`config.mk`:
```
export PLATFORM = sky130hd
export DESIGN_NAME = capture_compare_timer_unit
export DESIGN_NICKNAME = d
export VERILOG_FILES = /design/src/shared/cct_pkg.sv /design/src/design/capture_compare_timer_unit.sv /design/src/design/edge_detect.sv
export SDC_FILE = /design/constraint.sdc
export NUM_CORES = 1
export LEC_CHECK = 0
export BUFFER_PORTS_ARGS = -buffer_cell sky130_fd_sc_hd__buf_4
export CELL_PAD_IN_SITES_DETAIL_PLACEMENT = 1
export CELL_PAD_IN_SITES_GLOBAL_PLACEMENT = 1
export CORE_MARGIN = 3
export CORE_UTILIZATION = 25
export DETAILED_ROUTE_END_ITERATION = 8
export PLACE_DENSITY_LB_ADDON = 0.1
export SYNTH_ARGS = -nofsm -noshare
export SYNTH_HDL_FRONTEND = slang
export SYNTH_HIERARCHICAL = 1
export SYNTH_SLANG_ARGS = --single-unit
```
`constraint.sdc`:
```
create_clock -name clk_i -period 7.91 [get_ports clk_i]
set_clock_uncertainty 0.05 [all_clocks]
set_input_delay 0 -clock clk_i [delete_from_list [all_inputs] [get_ports clk_i]]
set_output_delay 0 -clock clk_i [all_outputs]
set_load 0.05 [all_outputs]
```
`src/shared/cct_pkg.sv`:
```
package cct_pkg;
	// register byte addresses
	localparam logic [31:0] ADDR_TIMER_CONTROL_0   = 32'hfffff600;
	localparam logic [31:0] ADDR_TIMER_CONTROL_1   = 32'hfffff604;
	localparam logic [31:0] ADDR_EDGE_SELECT       = 32'hfffff608;
	localparam logic [31:0] ADDR_MAIN_COUNTER      = 32'hfffff60c;
	localparam logic [31:0] ADDR_CHANNEL0_CC       = 32'hfffff610;
	localparam logic [31:0] ADDR_CHANNEL1_CC       = 32'hfffff614;
	localparam logic [31:0] ADDR_PORT_CONTROL      = 32'hfffff618;
	localparam logic [31:0] ADDR_OUTPUT_STOP_CTRL  = 32'hfffff6a0;
	// timer_control_0 fields
	localparam int TC0_COUNT_ENABLE  = 0;
	localparam int TC0_OVERFLOW_FLAG = 1;
	localparam int TC0_HALTED        = 2;
	// timer_control_1 fields
	localparam int TC1_CH0_MODE      = 0;
	localparam int TC1_CH1_MODE      = 1;
	localparam int TC1_EXT_CLEAR_EN  = 2;
	localparam int TC1_MATCH_CLEAR   = 3;
	localparam int TC1_EVENT_COUNT   = 4;
	localparam int TC1_ACTIVE_LEVEL  = 5;
	localparam int TC1_PULSE_ENABLE  = 6;
	localparam int TC1_STOP_AFTER_OV = 7;
	// edge select field positions (low bit of each 2-bit field)
	localparam int ESEL_CAPTURE0 = 0;
	localparam int ESEL_CAPTURE1 = 2;
	localparam int ESEL_CLEAR    = 4;
	localparam int ESEL_COUNT    = 6;
	// port control fields
	localparam int PORT_MODE_CONTROL = 0;
	localparam int PORT_FUNCTION     = 1;
	localparam int PORT_DIRECTION    = 2;
	localparam int PORT_LATCH        = 3;
	localparam int PORT_PIN_LEVEL    = 4;
	// output_stop_control fields
	localparam int OSC_STOP_ENABLE = 0;
	// edge codes
	localparam logic [1:0] EDGE_FALLING = 2'h0;
	localparam logic [1:0] EDGE_RISING  = 2'h1;
	localparam logic [1:0] EDGE_BOTH    = 2'h3;
	// reset values and counter maximum
	localparam logic [7:0]  RST_TC1        = 8'h00;
	localparam logic [7:0]  RST_EDGE_SEL   = 8'h00;
	localparam logic [3:0]  RST_PORT       = 4'h0;
	localparam logic [15:0] RST_CC         = 16'h0000;
	localparam logic [15:0] RST_COUNTER    = 16'h0000;
	localparam logic [15:0] COUNT_MAX      = 16'hffff;
	// edge detector slots
	localparam int NUM_EDGES   = 5;
	localparam int EDGE_CAP0   = 0;
	localparam int EDGE_CAP1   = 1;
	localparam int EDGE_COUNT  = 2;
	localparam int EDGE_CLEAR  = 3;
	localparam int EDGE_FAULT  = 4;
	typedef enum logic [2:0] {
		ST_IDLE = 3'h1,
		ST_RUN  = 3'h2,
		ST_HALT = 3'h4
	} count_state_t;
endpackage : cct_pkg

```
`src/design/capture_compare_timer_unit.sv`:
```
`timescale 1ns/1ns
module capture_compare_timer_unit (
	input  wire logic        clk_i,
	input  wire logic        sys_rst_i,
	input  wire logic [31:0] avs_address_i,
	input  wire logic        avs_read_i,
	input  wire logic        avs_write_i,
	input  wire logic [31:0] avs_writedata_i,
	input  wire logic [3:0]  avs_byteenable_i,
	output logic      [31:0] avs_readdata_o,
	output logic             avs_waitrequest_o,
	input  wire logic        capture_input_0_i,
	input  wire logic        external_count_input_i,
	input  wire logic        external_clear_input_i,
	input  wire logic        fault_input_i,
	input  wire logic        fault_edge_low_i,
	input  wire logic        fault_edge_high_i,
	input  wire logic        shared_port_bit_i,
	output logic             shared_port_bit_o,
	output logic             shared_port_bit_oe_n_o,
	output logic             overflow_interrupt_o,
	output logic             channel0_interrupt_o,
	output logic             channel1_interrupt_o
);
	// bus group state
	logic        wait_r, wait_nxt;
	logic [31:0] rdata_r, rdata_nxt;
	logic [7:0]  tc1_r, tc1_nxt;
	logic [7:0]  esel_r, esel_nxt;
	logic [3:0]  port_r, port_nxt;
	logic        ose_r, ose_nxt;
	// timer group state
	cct_pkg::count_state_t state_r, state_nxt;
	logic [15:0] cnt_r, cnt_nxt;
	logic [15:0] cc_r [2];
	logic [15:0] cc_nxt [2];
	logic        ce_r, ce_nxt;
	logic        ovf_r, ovf_nxt;
	logic        act_r, act_nxt;
	logic        stop_r, stop_nxt;
	logic [2:0]  irq_r, irq_nxt;
	logic        pin_r, pin_nxt;
	logic        oe_n_r, oe_n_nxt;
	// decode and edge signals
	logic        wr_go;
	logic        wr_tc0, wr_cc0, wr_cc1;
	logic [cct_pkg::NUM_EDGES-1:0]   sig_v;
	logic [cct_pkg::NUM_EDGES-1:0]   edge_v;
	logic [2*cct_pkg::NUM_EDGES-1:0] sel_v;
	logic        cap1_mode, tout_mode;

	// merge byte lanes 0 and 1 into a 16-bit register
	function automatic logic [15:0] merge16(input logic [15:0] old, input logic [31:0] d, input logic [3:0] be);
		logic [15:0] r;
		r = old;
		if (be[0]) begin
			r[7:0] = d[7:0];
		end
		if (be[1]) begin
			r[15:8] = d[15:8];
		end
		return r;
	endfunction : merge16

	// pin role decode
	assign cap1_mode = port_r[cct_pkg::PORT_MODE_CONTROL] & ~port_r[cct_pkg::PORT_FUNCTION];
	assign tout_mode = port_r[cct_pkg::PORT_MODE_CONTROL] & port_r[cct_pkg::PORT_FUNCTION];

	// edge detector inputs and their codes; the pin only feeds channel 1 in capture-input role
	assign sig_v = {fault_input_i, external_clear_input_i, external_count_input_i,
	                shared_port_bit_i & cap1_mode, capture_input_0_i};
	assign sel_v = {fault_edge_high_i, fault_edge_low_i,
	                esel_r[cct_pkg::ESEL_CLEAR+:2], esel_r[cct_pkg::ESEL_COUNT+:2],
	                esel_r[cct_pkg::ESEL_CAPTURE1+:2], esel_r[cct_pkg::ESEL_CAPTURE0+:2]};

	// one detector per edge source
	for (genvar g = 0; g < cct_pkg::NUM_EDGES; g++) begin : g_edge
		edge_detect u_edge (
			.clk_i     (clk_i),
			.sys_rst_i (sys_rst_i),
			.sig_i     (sig_v[g]),
			.sel_i     (sel_v[2*g+:2]),
			.edge_o    (edge_v[g])
		);
	end

	// a write takes effect at the edge where waitrequest is seen low
	assign wr_go  = avs_write_i & ~wait_r;
	assign wr_tc0 = wr_go & avs_byteenable_i[0] & (avs_address_i == cct_pkg::ADDR_TIMER_CONTROL_0);
	assign wr_cc0 = wr_go & (avs_address_i == cct_pkg::ADDR_CHANNEL0_CC);
	assign wr_cc1 = wr_go & (avs_address_i == cct_pkg::ADDR_CHANNEL1_CC);

	// bus slave: one wait cycle per access, read data captured on the first cycle
	always_comb begin
		wait_nxt  = ~((avs_read_i | avs_write_i) & wait_r);
		rdata_nxt = rdata_r;
		tc1_nxt   = tc1_r;
		esel_nxt  = esel_r;
		port_nxt  = port_r;
		ose_nxt   = ose_r;
		if (avs_read_i & wait_r) begin
			case (avs_address_i)
				cct_pkg::ADDR_TIMER_CONTROL_0: rdata_nxt = {29'h0, state_r == cct_pkg::ST_HALT, ovf_r, ce_r};
				cct_pkg::ADDR_TIMER_CONTROL_1: rdata_nxt = {24'h0, tc1_r};
				cct_pkg::ADDR_EDGE_SELECT:     rdata_nxt = {24'h0, esel_r};
				cct_pkg::ADDR_MAIN_COUNTER:    rdata_nxt = {16'h0, cnt_r};
				cct_pkg::ADDR_CHANNEL0_CC:     rdata_nxt = {16'h0, cc_r[0]};
				cct_pkg::ADDR_CHANNEL1_CC:     rdata_nxt = {16'h0, cc_r[1]};
				cct_pkg::ADDR_PORT_CONTROL:    rdata_nxt = {27'h0, shared_port_bit_i, port_r};
				cct_pkg::ADDR_OUTPUT_STOP_CTRL: rdata_nxt = {31'h0, ose_r};
				default:                       rdata_nxt = 32'h0;
			endcase
		end
		if (wr_go & avs_byteenable_i[0]) begin
			case (avs_address_i)
				cct_pkg::ADDR_TIMER_CONTROL_1:  tc1_nxt  = avs_writedata_i[7:0];
				cct_pkg::ADDR_EDGE_SELECT:      esel_nxt = avs_writedata_i[7:0];
				cct_pkg::ADDR_PORT_CONTROL:     port_nxt = avs_writedata_i[3:0];
				cct_pkg::ADDR_OUTPUT_STOP_CTRL: ose_nxt  = avs_writedata_i[cct_pkg::OSC_STOP_ENABLE];
				default: begin
				end
			endcase
		end
	end

	always_ff @(posedge clk_i) begin
		if (sys_rst_i) begin
			wait_r  <= 1'b1;
			rdata_r <= 32'h0;
			tc1_r   <= cct_pkg::RST_TC1;
			esel_r  <= cct_pkg::RST_EDGE_SEL;
			port_r  <= cct_pkg::RST_PORT;
			ose_r   <= 1'b0;
		end else begin
			wait_r  <= wait_nxt;
			rdata_r <= rdata_nxt;
			tc1_r   <= tc1_nxt;
			esel_r  <= esel_nxt;
			port_r  <= port_nxt;
			ose_r   <= ose_nxt;
		end
	end

	// timer core: counter, channels, flags, interrupts, pin
	always_comb begin
		logic        tick;
		logic        mclr;
		logic        wrap;
		logic [15:0] nv;
		logic [1:0]  match;
		logic        lvl;
		tick      = 1'b0;
		mclr      = 1'b0;
		wrap      = 1'b0;
		nv        = cnt_r;
		match     = 2'b00;
		lvl       = 1'b0;
		state_nxt = state_r;
		cnt_nxt   = cnt_r;
		ce_nxt    = ce_r;
		ovf_nxt   = ovf_r;
		act_nxt   = act_r;
		irq_nxt   = 3'b000;
		cc_nxt[0] = wr_cc0 ? merge16(cc_r[0], avs_writedata_i, avs_byteenable_i) : cc_r[0];
		cc_nxt[1] = wr_cc1 ? merge16(cc_r[1], avs_writedata_i, avs_byteenable_i) : cc_r[1];
		if (wr_tc0) begin
			ce_nxt  = avs_writedata_i[cct_pkg::TC0_COUNT_ENABLE];
			ovf_nxt = avs_writedata_i[cct_pkg::TC0_OVERFLOW_FLAG];
		end
		// free run steps every clock, event mode only on a valid count edge
		tick = tc1_r[cct_pkg::TC1_EVENT_COUNT] ? edge_v[cct_pkg::EDGE_COUNT] : 1'b1;
		// channel 0 match clear has priority over the natural wrap
		mclr = tc1_r[cct_pkg::TC1_CH0_MODE] & tc1_r[cct_pkg::TC1_MATCH_CLEAR] & (cnt_r == cc_r[0]);
		wrap = (cnt_r == cct_pkg::COUNT_MAX) & ~mclr;
		nv   = mclr ? cct_pkg::RST_COUNTER : cnt_r + 16'h0001;
		case (state_r)
			cct_pkg::ST_IDLE: begin
				if (wr_tc0 & avs_writedata_i[cct_pkg::TC0_COUNT_ENABLE]) begin
					state_nxt = cct_pkg::ST_RUN;
				end
			end
			cct_pkg::ST_RUN: begin
				if (wr_tc0 & ~avs_writedata_i[cct_pkg::TC0_COUNT_ENABLE]) begin
					state_nxt = cct_pkg::ST_IDLE;
					cnt_nxt   = cct_pkg::RST_COUNTER;
				end else if (tc1_r[cct_pkg::TC1_EXT_CLEAR_EN] & edge_v[cct_pkg::EDGE_CLEAR]) begin
					cnt_nxt = cct_pkg::RST_COUNTER;
				end else if (tick) begin
					// a write of 1 here changes nothing in the count
					cnt_nxt = nv;
					if (wrap) begin
						ovf_nxt    = 1'b1;
						irq_nxt[0] = 1'b1;
						if (tc1_r[cct_pkg::TC1_STOP_AFTER_OV]) begin
							state_nxt = cct_pkg::ST_HALT;
						end
					end
					// zero only counts as a match right after a wrap
					for (int n = 0; n < 2; n++) begin
						match[n] = tc1_r[cct_pkg::TC1_CH0_MODE+n] & (nv == cc_r[n]) & ((nv != 16'h0000) | wrap);
					end
				end
			end
			cct_pkg::ST_HALT: begin
				if (wr_tc0) begin
					cnt_nxt   = cct_pkg::RST_COUNTER;
					state_nxt = avs_writedata_i[cct_pkg::TC0_COUNT_ENABLE] ? cct_pkg::ST_RUN : cct_pkg::ST_IDLE;
				end
			end
			default: begin
				state_nxt = cct_pkg::ST_IDLE;
				cnt_nxt   = cct_pkg::RST_COUNTER;
			end
		endcase
		// capture: latch count on a valid edge, hardware wins over a same-cycle write
		for (int n = 0; n < 2; n++) begin
			if (~tc1_r[cct_pkg::TC1_CH0_MODE+n] & edge_v[cct_pkg::EDGE_CAP0+n]) begin
				cc_nxt[n] = cnt_r;
				irq_nxt[n+1] = 1'b1;
			end
			if (match[n]) begin
				irq_nxt[n+1] = 1'b1;
			end
		end
		// channel 0 sets the active level, channel 1 resets it; equal values stay inactive
		if (match[0]) begin
			act_nxt = 1'b1;
		end
		if (match[1]) begin
			act_nxt = 1'b0;
		end
		lvl = tc1_r[cct_pkg::TC1_PULSE_ENABLE] ? (act_nxt ~^ tc1_r[cct_pkg::TC1_ACTIVE_LEVEL])
		                                       : ~tc1_r[cct_pkg::TC1_ACTIVE_LEVEL];
		lvl = tc1_r[cct_pkg::TC1_PULSE_ENABLE] ? (act_nxt ? tc1_r[cct_pkg::TC1_ACTIVE_LEVEL]
		                                                   : ~tc1_r[cct_pkg::TC1_ACTIVE_LEVEL]) : lvl;
		// fault stop: only armed in timer output mode, cancelled while enable is 0
		if (~ose_r) begin
			stop_nxt = 1'b0;
		end else begin
			stop_nxt = stop_r | (tout_mode & edge_v[cct_pkg::EDGE_FAULT]);
		end
		// pin drive per role
		if (~port_r[cct_pkg::PORT_MODE_CONTROL]) begin
			pin_nxt  = port_r[cct_pkg::PORT_LATCH];
			oe_n_nxt = port_r[cct_pkg::PORT_DIRECTION];
		end else if (~port_r[cct_pkg::PORT_FUNCTION]) begin
			pin_nxt  = 1'b0;
			oe_n_nxt = 1'b1;
		end else begin
			pin_nxt  = lvl;
			oe_n_nxt = stop_nxt;
		end
	end

	always_ff @(posedge clk_i) begin
		if (sys_rst_i) begin
			state_r <= cct_pkg::ST_IDLE;
			cnt_r   <= cct_pkg::RST_COUNTER;
			cc_r[0] <= cct_pkg::RST_CC;
			cc_r[1] <= cct_pkg::RST_CC;
			ce_r    <= 1'b0;
			ovf_r   <= 1'b0;
			act_r   <= 1'b0;
			stop_r  <= 1'b0;
			irq_r   <= 3'b000;
			pin_r   <= 1'b0;
			oe_n_r  <= 1'b1;
		end else begin
			state_r <= state_nxt;
			cnt_r   <= cnt_nxt;
			cc_r[0] <= cc_nxt[0];
			cc_r[1] <= cc_nxt[1];
			ce_r    <= ce_nxt;
			ovf_r   <= ovf_nxt;
			act_r   <= act_nxt;
			stop_r  <= stop_nxt;
			irq_r   <= irq_nxt;
			pin_r   <= pin_nxt;
			oe_n_r  <= oe_n_nxt;
		end
	end

	// outputs straight from flops
	assign avs_readdata_o         = rdata_r;
	assign avs_waitrequest_o      = wait_r;
	assign shared_port_bit_o      = pin_r;
	assign shared_port_bit_oe_n_o = oe_n_r;
	assign overflow_interrupt_o   = irq_r[0];
	assign channel0_interrupt_o   = irq_r[1];
	assign channel1_interrupt_o   = irq_r[2];
endmodule : capture_compare_timer_unit

```
`src/design/edge_detect.sv`:
```
`timescale 1ns/1ns
// one input, one 2-bit edge code, a one-cycle valid-edge pulse
module edge_detect (
	input  wire logic       clk_i,
	input  wire logic       sys_rst_i,
	input  wire logic       sig_i,
	input  wire logic [1:0] sel_i,
	output logic            edge_o
);
	logic prev_r;
	logic prev_nxt;

	// previous sample; inputs are already synchronous to clk_i
	always_comb begin
		prev_nxt = sig_i;
	end

	always_ff @(posedge clk_i) begin
		if (sys_rst_i) begin
			prev_r <= 1'b0;
		end else begin
			prev_r <= prev_nxt;
		end
	end

	// code 10 matches no case item and never fires
	always_comb begin
		case (sel_i)
			cct_pkg::EDGE_FALLING: edge_o = prev_r & ~sig_i;
			cct_pkg::EDGE_RISING:  edge_o = ~prev_r & sig_i;
			cct_pkg::EDGE_BOTH:    edge_o = prev_r ^ sig_i;
			default:               edge_o = 1'b0;
		endcase
	end
endmodule : edge_detect

```
# Yosys cells after proc, flatten, opt, wreduce, memory -nomap -nowiden
# Memories as Yosys holds them, arrays and structs flattened.
# Index checks and enable logic that the tools add are counted.
# word_totals
register_bits	87
latchBits	0
ramBits	32
rom_bits	0
wordCells	191
memories	1
# classes
addsub	1
multipliers	0
n_div	0
order_cmp	0
n_eq_ne	32
shifts	0
n_mux	59
bitwise_logic	64
reduce_logical	13
# memory_table
name	words	width	rd	rd_ports_with_merged_regs	wr	line_no	source
cc_r	2	16	2	0	2	capture_compare_timer_unit.sv:35	logic [15:0] cc_r [2];
# ops
op	n
$eq A32 B32 Y1 const B	8
$mux W16	11
$pmux W16 S8	1
$eq A16 B16 Y1	3
$pmux W16 S3	1
$and A1 B1 Y1	33
$mux W8	4
$mux W1	24
$mux W3	7
$not A1 Y1	21
$add A16 B1 Y16 const B	1
$eq A16 B16 Y1 const B	1
$reduce_bool A16 Y1	1
$pmux W1 S3	5
$ne A3 B3 Y1 const B	4
$eq A2 B1 Y1 const B	5
$eq A2 B2 Y1 const B	5
$logic_not A2 Y1	5
$mux W2	5
$pmux W3 S3	1
$reduce_and A2 Y1	4
$reduce_and A6 Y1	1
$or A1 B1 Y1	5
$reduce_or A5 Y1	1
other kinds (7)	12

# Depth between registers and ports, before layout
# Gate-level depths: netlist of the first run.
# An unclocked memory read counts as a cell.
# logic_depth
ltp_word	17
mapped_depth	12
mapped_depth_nobuf	10

# By module
# Netlist of the first run, hierarchy kept.
# by_module_without_submodules
mod	instances	cells_per_inst	area_per_inst_um2
capture_compare_timer_unit	1	781	6139.6
edge_detect	5	9	76.3

# Worst setup path after synthesis of the first run
# No wires, ideal clock.
# synth_timing
kind	register to register
start	reg wait_r (netlist: avs_waitrequest_o)
end	reg pin_r (netlist: shared_port_bit_o)
setup_time_ns	0.058
t_arrival_ns	2.835
t_required_ns	7.802
setup_slack_ns	4.966
stages_incl_launch_ff	11
path_buffers	1
path_cell_list	dfxtp_1 -> nor2b_1 -> nand2_1 -> nor3_1 -> a211o_1 -> or4_1 -> clkbuf_1 -> a31oi_1 -> nand4_1 -> o41a_1 -> nand2_1
# synth_via
elab_chain_len	13
# synth_rtl
item	line_no	source
start, declared	capture_compare_timer_unit.sv:26	logic wait_r, wait_nxt;
start signal, assigned	capture_compare_timer_unit.sv:135	wait_r <= wait_nxt;
$not A1 Y1 *	capture_compare_timer_unit.sv:88	assign wr_go = avs_write_i & ~wait_r;
$and A1 B1 Y1 *	capture_compare_timer_unit.sv:88	
$and A1 B1 Y1 * (2 in a row)	capture_compare_timer_unit.sv:89	assign wr_tc0 = wr_go & avs_byteenable_i[0] & (avs_address_i == cct_pkg::ADDR_TIMER_CONTROL_0);
$and A1 B1 Y1 *	capture_compare_timer_unit.sv:183	if (wr_tc0 & ~avs_writedata_i[cct_pkg::TC0_COUNT_ENABLE]) begin
$mux W2 *	capture_compare_timer_unit.sv:183	
$mux W2 *	capture_compare_timer_unit.sv:176	case (state_r)
$mux W1	capture_compare_timer_unit.sv:226	if (match[0]) begin
$mux W1 *	capture_compare_timer_unit.sv:229	if (match[1]) begin
$mux W1 * (2 in a row)	capture_compare_timer_unit.sv:234	lvl = tc1_r[cct_pkg::TC1_PULSE_ENABLE] ? (act_nxt ? tc1_r[cct_pkg::TC1_ACTIVE_LEVEL]
$mux W1 *	capture_compare_timer_unit.sv:246	end else if (~port_r[cct_pkg::PORT_FUNCTION]) begin
$mux W1 *	capture_compare_timer_unit.sv:243	if (~port_r[cct_pkg::PORT_MODE_CONTROL]) begin
end signal, assigned	capture_compare_timer_unit.sv:278	pin_r <= pin_nxt;
end, declared	capture_compare_timer_unit.sv:42	logic pin_r, pin_nxt;
# Every way passes the cells marked *; elsewhere a longest branch is shown, timed or not.
# A chain may end at the register's enable or synchronous reset.

# Final worst setup path of the first run
# layout_timing
start	reg cnt_r[2]
end	reg pin_r (netlist: shared_port_bit_o)
# layout_via
elab_chain_len	16
word_cells_on_any_way	25
classes_between	add/sub: 1; eq/ne: 4; mux: 11; bitwise: 8; reduce/logical: 1
# layout_rtl
item	line_no	source
start, declared	capture_compare_timer_unit.sv:34	logic [15:0] cnt_r, cnt_nxt;
start signal, assigned	capture_compare_timer_unit.sv:258	cnt_r <= cct_pkg::RST_COUNTER;
start signal, assigned	capture_compare_timer_unit.sv:270	cnt_r <= cnt_nxt;
parallel branches: the longest is 6 deep, another holds $add A16 B1 Y16	n/a	
$mux W2 *	capture_compare_timer_unit.sv:188	end else if (tick) begin
$mux W2 *	capture_compare_timer_unit.sv:186	end else if (tc1_r[cct_pkg::TC1_EXT_CLEAR_EN] & edge_v[cct_pkg::EDGE_CLEAR]) begin
$mux W2 *	capture_compare_timer_unit.sv:183	
$mux W2 *	capture_compare_timer_unit.sv:176	
$mux W1	capture_compare_timer_unit.sv:226	
$mux W1 *	capture_compare_timer_unit.sv:229	
$mux W1 * (2 in a row)	capture_compare_timer_unit.sv:234	
$mux W1 *	capture_compare_timer_unit.sv:246	
$mux W1 *	capture_compare_timer_unit.sv:243	
# Every way passes the cells marked *.

==> flow_summary_export.csv, run 1 <==
group,metric,value,unit
clocking,cts_buffers,9,
yosys,yosysSeqAreaShare,31.6,%
place,dpl.hpwl,19600,um
die,io_pins,117,
timing,setup_viol,0,
yosys,synth-edff-count,0,
place,placed_cell_area,7340,um2
detailed_routing,ant_nets,0,
critical_path,critPathLaunchType,"flip-flop",
place,port_buffers,82,
timing,fin_crit,4.35,ns
die,coreArea,25400,um2
timing,tightest_slew,1.02,ns
clocking,cts_root_buf,"clkbuf_16",
yosys,netlist_top_cells_count,"dfxtp_1, nor2_1, nand2_1",
detailed_routing,drt-pass1-iter-count,7,
die,die_w,168,um
global_routing,grt_max_degree,55,
critical_path,crit_path_max_fanout,14,
power_and_ir_drop,ir_worst_vdd,94.4,uV
power_and_ir_drop,powerDensity,149,nW/um2
hold_path,hold_path.class,"in -> reg",
yosys,synthFlopType,"dfxtp_1",
global_routing,grt_overflow,0,
timing,final.setup.tns,0,ns
timing,maxSlewViolCount,0,
final_layout,multiInputGateArea,4080,um2
place,place_congestion,0.836,
yosys,postSynthAreaPerCell,7.89,um2
critical_path,critPathRequiredTime,8.17,ns
yosys,synth_area_leaders,"dfxtp_1, mux2i_1, nor2_1",
clocking,clk_latency,0.37,ns
critical_path,end_kind,"flip-flop",
run,drv_cap,0,
die,die_h,168,um
final_layout,antenna_cells,0,
yosys,yosys_warnings,6,
yosys,ys_ff_latch,103,
timing,maxSlewHeadroom,31.2,%
clocking,clock_path_buffers,2,
yosys,synth.most_common_cell,"dfxtp_1",
clocking,cts.htree.levels,3,
yosys,yosysTopAreaCell,"dfxtp_1",
final_layout,utilization,31.0,%
yosys,syn_inst,826,
timing,finalHoldViolCount,2,
global_routing,track_usage,18.3,%
final_layout,nets,981,
critical_path,worst_r2r_path_depth,9,
status,violations,"hold timing",
yosys,yosysTopAreaCellShare,31.6,%
timing,min_period_over_period,55.0,%
clocking,cts_tree,"yes",
final_layout,final_cell_area,7890,um2
critical_path,critPathArrivalTime,4.61,ns
yosys,synth_cell_types,72,
die,row_count,58,
clocking,cts.sinks,103,
detailed_routing,drc,0,
status,status,"finished, violations left",
detailed_routing,drt_iter0_drc,495,
detailed_routing,wl,26000,um
final_layout,n_fill_cell,3070,
global_routing,first_global_vias,6783,
timing,hold_ws,-0.00422,ns
clocking,postCtsSetupBuffers,0,
power_and_ir_drop,p_leak,2.95,nW
die,start_util,25.7,%
final_layout,syn_to_final_growth,20.9,%
timing,clock.fmax,0.230,GHz
detailed_routing,wl_per_cell,21.2,um
final_layout,layout-drive-gt1-share,14.4,%
global_routing,antenna_found_initial,0,
die,die-area,28100,um2
critical_path,worstSetupPathType,"reg -> reg",
timing,rsz0062_at_grt,"false",
hold_path,whs_path_depth,3,
yosys,syn_area,6520,um2
global_routing,grt_first_pass_wirelength,40900,um
detailed_routing,vias,6499,
final_layout,final-seq-area,2060,um2
clocking,clk_pin_slew,0.08,ns
yosys,async_flop_share,0,%
detailed_routing,routed_via_density,5.30,
==> final timing paths <==
kind,end,from,slack (ns)
max,shared_port_bit_o,cnt_r[2],3.56
min,cc_r[0][25],avs_writedata_i[9],-0.004
max reg2reg,shared_port_bit_o,cnt_r[2],3.56
min reg2reg,avs_readdata_o[9],avs_readdata_o[9],0.41
==> worst max-delay path, cell delays in order, from the launching register on <==
cell and delay, ns:
dfxtp_1 0.68, nand4_1 0.55, nor4_1 0.85, a21oi_1 0.19, nor3_1 0.35, nor2_1 0.07, o311ai_0 0.73, nand4_1 0.30
o41a_1 0.44, nand2_1 0.07
==> report_power, final <==
group | total, mW | internal [mW] | switching [mW]
sequential | 0.530 | 0.522 | 0.00749
combinational | 0.114 | 0.0446 | 0.0690
clock | 0.534 | 0.287 | 0.247
==> cell usage in the layout, fill, tap and decap left out, types with 3 or more instances in the layout <==
| master | count |
|---|---|
| ha_1 | 11 |
| xor2_1 | 17 |
| or3_1 | 11 |
| buf_4 | 92 |
| nand2_1 | 86 |
| or2_2 | 3 |
| mux2_2 | 3 |
| nor2b_1 | 10 |
| inv_1 | 24 |
| and2_1 | 4 |
| o221ai_1 | 3 |
| nor2_1 | 99 |
| clkbuf_16 | 9 |
| nand3_1 | 17 |
| o21ai_0 | 19 |
| conb_1 | 16 |
| nand2b_1 | 18 |
| or4_1 | 3 |
| a22o_1 | 4 |
| xnor2_1 | 18 |
| mux2i_1 | 45 |
| dlygate4sd3_1 | 21 |
| a31oi_1 | 7 |
| a211oi_1 | 20 |
| dfxtp_1 | 103 |
| xnor3_1 | 5 |
| a222oi_1 | 19 |
| nand3b_1 | 5 |
| o22ai_1 | 9 |
| nand4b_1 | 4 |
| and3_1 | 5 |
| nand4_1 | 15 |
| a22oi_1 | 9 |
| nor4_1 | 15 |
| or3b_2 | 4 |
| a21oi_1 | 74 |
| nor3_1 | 12 |
==> flip-flops by register name, indices dropped and copies added (netlist names), 4 cells and up <==
register,count
avs_readdata_o,16
port_r,4
esel_r,8
g_edge.u_edge/prev_r,5
cc_r,32
tc1_r,8
cnt_r,16
==> area by class of cell <==
cell class	instances	area share (%)
clock buffer	9	2.86
clock inverter	7	1.46
inverter	24	1.14
multi-input combinational	640	51.7
sequential	103	26.1
tap	330	5.24
timing repair buffer	113	11.4
==> logic make-up (layout without fill, tap and decap cells) <==
kind of cell | count (synthesis) | after routing | synth area share (%)
buffers and inverters | 98 | 153 | 6.72
XOR/XNOR | 40 | 40 | 6.43
other | 1 | 16 | 0.0575
multiplexers | 48 | 48 | 7.43
AND/OR/NAND/NOR | 331 | 331 | 25.6
flip-flops | 103 | 103 | 31.6
adder cells (fa/ha/maj) | 11 | 11 | 2.11
AO/OA/AOI/OAI | 194 | 194 | 20.0
==> timing repair <==
item,CTS,global route
hold buffers,21,0
hold endpoints to repair,41,0
resized for setup,0,0
==> routing by layer <==
metal  up-vias  share of wire (%)  track usage [%]
met1      3240                 45             23.9
met3        28                3.4             2.03
met2       147                 50             32.9
met5         -                  0                0
met4         0                1.5             3.63
li1       3084                  -                -
==> stage by stage <==
stage	hold slack [ns]	worst slack, ns	power (mW)	instances
finish	-0.00422	3.56	1.18	1226
global route	0.00265	3.21	1.22	1226
CTS	0.000347	3.59	1.20	1226
detailed placement	0.179	3.60	0.648	1189
global placement	0.161	3.70	0.645	1189
floorplan	0.0167	4.97	0.607	841
No activity file was read; power rests on OpenSTA's default activity.
==> inputs of run 2 (changes only) <==
==> constraint.sdc (replaced) <==
create_clock -name clk_i -period 3.6 [get_ports clk_i]
set_clock_uncertainty 0.05 [all_clocks]
set_input_delay 0 -clock clk_i [delete_from_list [all_inputs] [get_ports clk_i]]
set_output_delay 0 -clock clk_i [all_outputs]
set_load 0.05 [all_outputs]
==> flow_summary_export.csv, run 2 (synthesis results as in run 1) <==
group,metric,value,unit
final_layout,nets,1028,
clocking,cts_tree,"yes",
die,coreArea,25400,um2
global_routing,track_usage,19.0,%
critical_path,path_common_cell,"nand2_1",
critical_path,reg2reg_to,"shared_port_bit_o",
critical_path,critPathLaunchType,"flip-flop",
global_routing,first_global_vias,6976,
hold_path,hold_path.class,"in -> reg",
place,port_buffers,82,
final_layout,instances_no_fill,1273,
final_layout,n_fill_cell,3075,
status,status,"completed",
hold_path,worstHoldStart,"fault_edge_high_i",
clocking,cts.htree.levels,3,
critical_path,rrSetupSlack,0.25,ns
critical_path,path_depth,11,
critical_path,critPathRequiredTime,3.86,ns
final_layout,syn_to_final_growth,25.8,%
global_routing,grt_overflow,0,
critical_path,worst_r2r_path_depth,11,
detailed_routing,wl_per_cell,21.1,um
critical_path,critPathArrivalTime,3.61,ns
clocking,clk_latency,0.37,ns
detailed_routing,drt-pass1-iter-count,6,
place,dpl.hpwl,20800,um
detailed_routing,routed_via_density,5.28,
critical_path,path_buf_inv,1,
critical_path,r2r-start,"cnt_r[0]",
detailed_routing,wl,26900,um
final_layout,final_common_cell,"buf_4",
power_and_ir_drop,p_leak,3.17,nW
global_routing,grt_first_pass_wirelength,42100,um
timing,maxSlewHeadroom,38.6,%
final_layout,top_register,"cc_r",
critical_path,slowest_delay,0.57,ns
power_and_ir_drop,powerDensity,300,nW/um2
global_routing,antenna_found_initial,0,
run,drv_cap,0,
timing,tightest_slew,0.920,ns
final_layout,largest_reg_flops,32,
timing,maxSlewViolCount,0,
detailed_routing,vias,6723,
clocking,cts_buffers,9,
timing,rsz0062_at_grt,"false",
critical_path,crit_path_max_fanout,8,
final_layout,layout_common_cells,"buf_4, dfxtp_1, nor2_1",
critical_path,cp-startpoint,"cnt_r[0]",
timing,min_period_over_period,93.0,%
die,die_h,168,um
clocking,cts.sinks,103,
critical_path,endpoint,"shared_port_bit_o",
die,die-area,28100,um2
die,start_util,25.7,%
critical_path,crit_family,"simple AND/OR/NAND/NOR gates",
critical_path,end_kind,"flip-flop",
place,place_congestion,0.865,
clocking,clock_path_buffers,2,
detailed_routing,drc,0,
die,die_w,168,um
timing,finalHoldViolCount,0,
critical_path,crit_slowest_cell,"dfxtp_1",
timing,setup_viol,0,
timing,clock.fmax,0.299,GHz
timing,hold_ws,0.0587,ns
power_and_ir_drop,ir_worst_vdd,201,uV
critical_path,worstSetupPathType,"reg -> reg",
die,row_count,58,
clocking,cts_root_buf,"clkbuf_16",
place,numPlacedInstances,1233,
detailed_routing,ant_nets,0,
clocking,clk_pin_slew,0.08,ns
detailed_routing,drt_iter0_drc,541,
final_layout,layout-drive-gt1-share,18.3,%
final_layout,antenna_cells,0,
die,io_pins,117,
timing,fin_crit,3.35,ns
critical_path,path_cells,"ha_1 > nand2_1 > nor4_1 > xor2_1 > nor3_1 > nor2_1 > o311ai_0 > buf_4 > nand4_1 > o41a_1 > nand2_1",
global_routing,grt_max_degree,55,
[run 2: per-layer routing]
layer / share of wire (%) / GRT usage (%)
met5: 0 / 0
met4: 1.6 / 3.81
met3: 2.8 / 1.98
met2: 51 / 34.5
met1: 45 / 24.6
[run 2: where the power goes]
part           internal (mW)  switching (mW)  leakage, nW
clock                  0.493           0.542        0.143
combinational          0.104           0.163         2.20
sequential              1.15          0.0104        0.832
total                   1.75           0.716         3.17
[run 2: repair_timing]
item                       4_1_cts  5_1_grt
hold endpoints to repair        46        0
hold buffers                    23        0
setup buffers                    0        1
setup endpoints to repair        0        3
gates resized for setup          0        0
[run 2: worst min-delay path by stage]
stage                                    to  slack [ns]  depth (start not counted)
CTS                                  stop_r        0.05                          4
floorplan           g_edge[0].u_edge/prev_r        0.02                          1
global placement          avs_waitrequest_o        0.16                          2
detailed placement        avs_waitrequest_o        0.19                          2
global route                         stop_r        0.09                          4
finish                               stop_r        0.06                          4
[run 2: through the flow]
| stage | total power, mW | setup WS, ns | utilization, % | TNS (ns) | cell area [um2] |
|---|---|---|---|---|---|
| after CTS | 2.50 | 0.0923 | 32.3 | 0 | 8190 |
| after detailed placement | 1.43 | 0.148 | 30.2 | 0 | 7660 |
| final | 2.46 | 0.252 | 32.3 | 0 | 8200 |
| after global routing | 2.58 | 0.0127 | 32.3 | 0 | 8200 |
| after floorplan | 1.33 | 0.656 | - | 0 | 6580 |
| after global placement | 1.43 | -0.0300 | 30.2 | -0.0300 | 7660 |
[run 2: layout make-up]
| class | instances | area, um2 | share of cell area [%] |
|---|---|---|---|
| clock inverter | 7 | 75.1 | 0.915 |
| clock buffer | 9 | 225 | 2.75 |
| sequential | 103 | 2060 | 25.1 |
| multi-input combinational | 640 | 4080 | 49.7 |
| tap | 330 | 413 | 5.03 |
| inverter | 24 | 90.1 | 1.10 |
| timing repair buffer | 160 | 1260 | 15.3 |
[run 2: worst register-to-register path, cell delays in order, from the launching register on]
cell,delay [ns]
dfxtp_1,0.57
ha_1,0.31
nand2_1,0.13
nor4_1,0.41
xor2_1,0.16
nor3_1,0.30
nor2_1,0.07
o311ai_0,0.48
buf_4,0.21
nand4_1,0.12
o41a_1,0.40
nand2_1,0.07
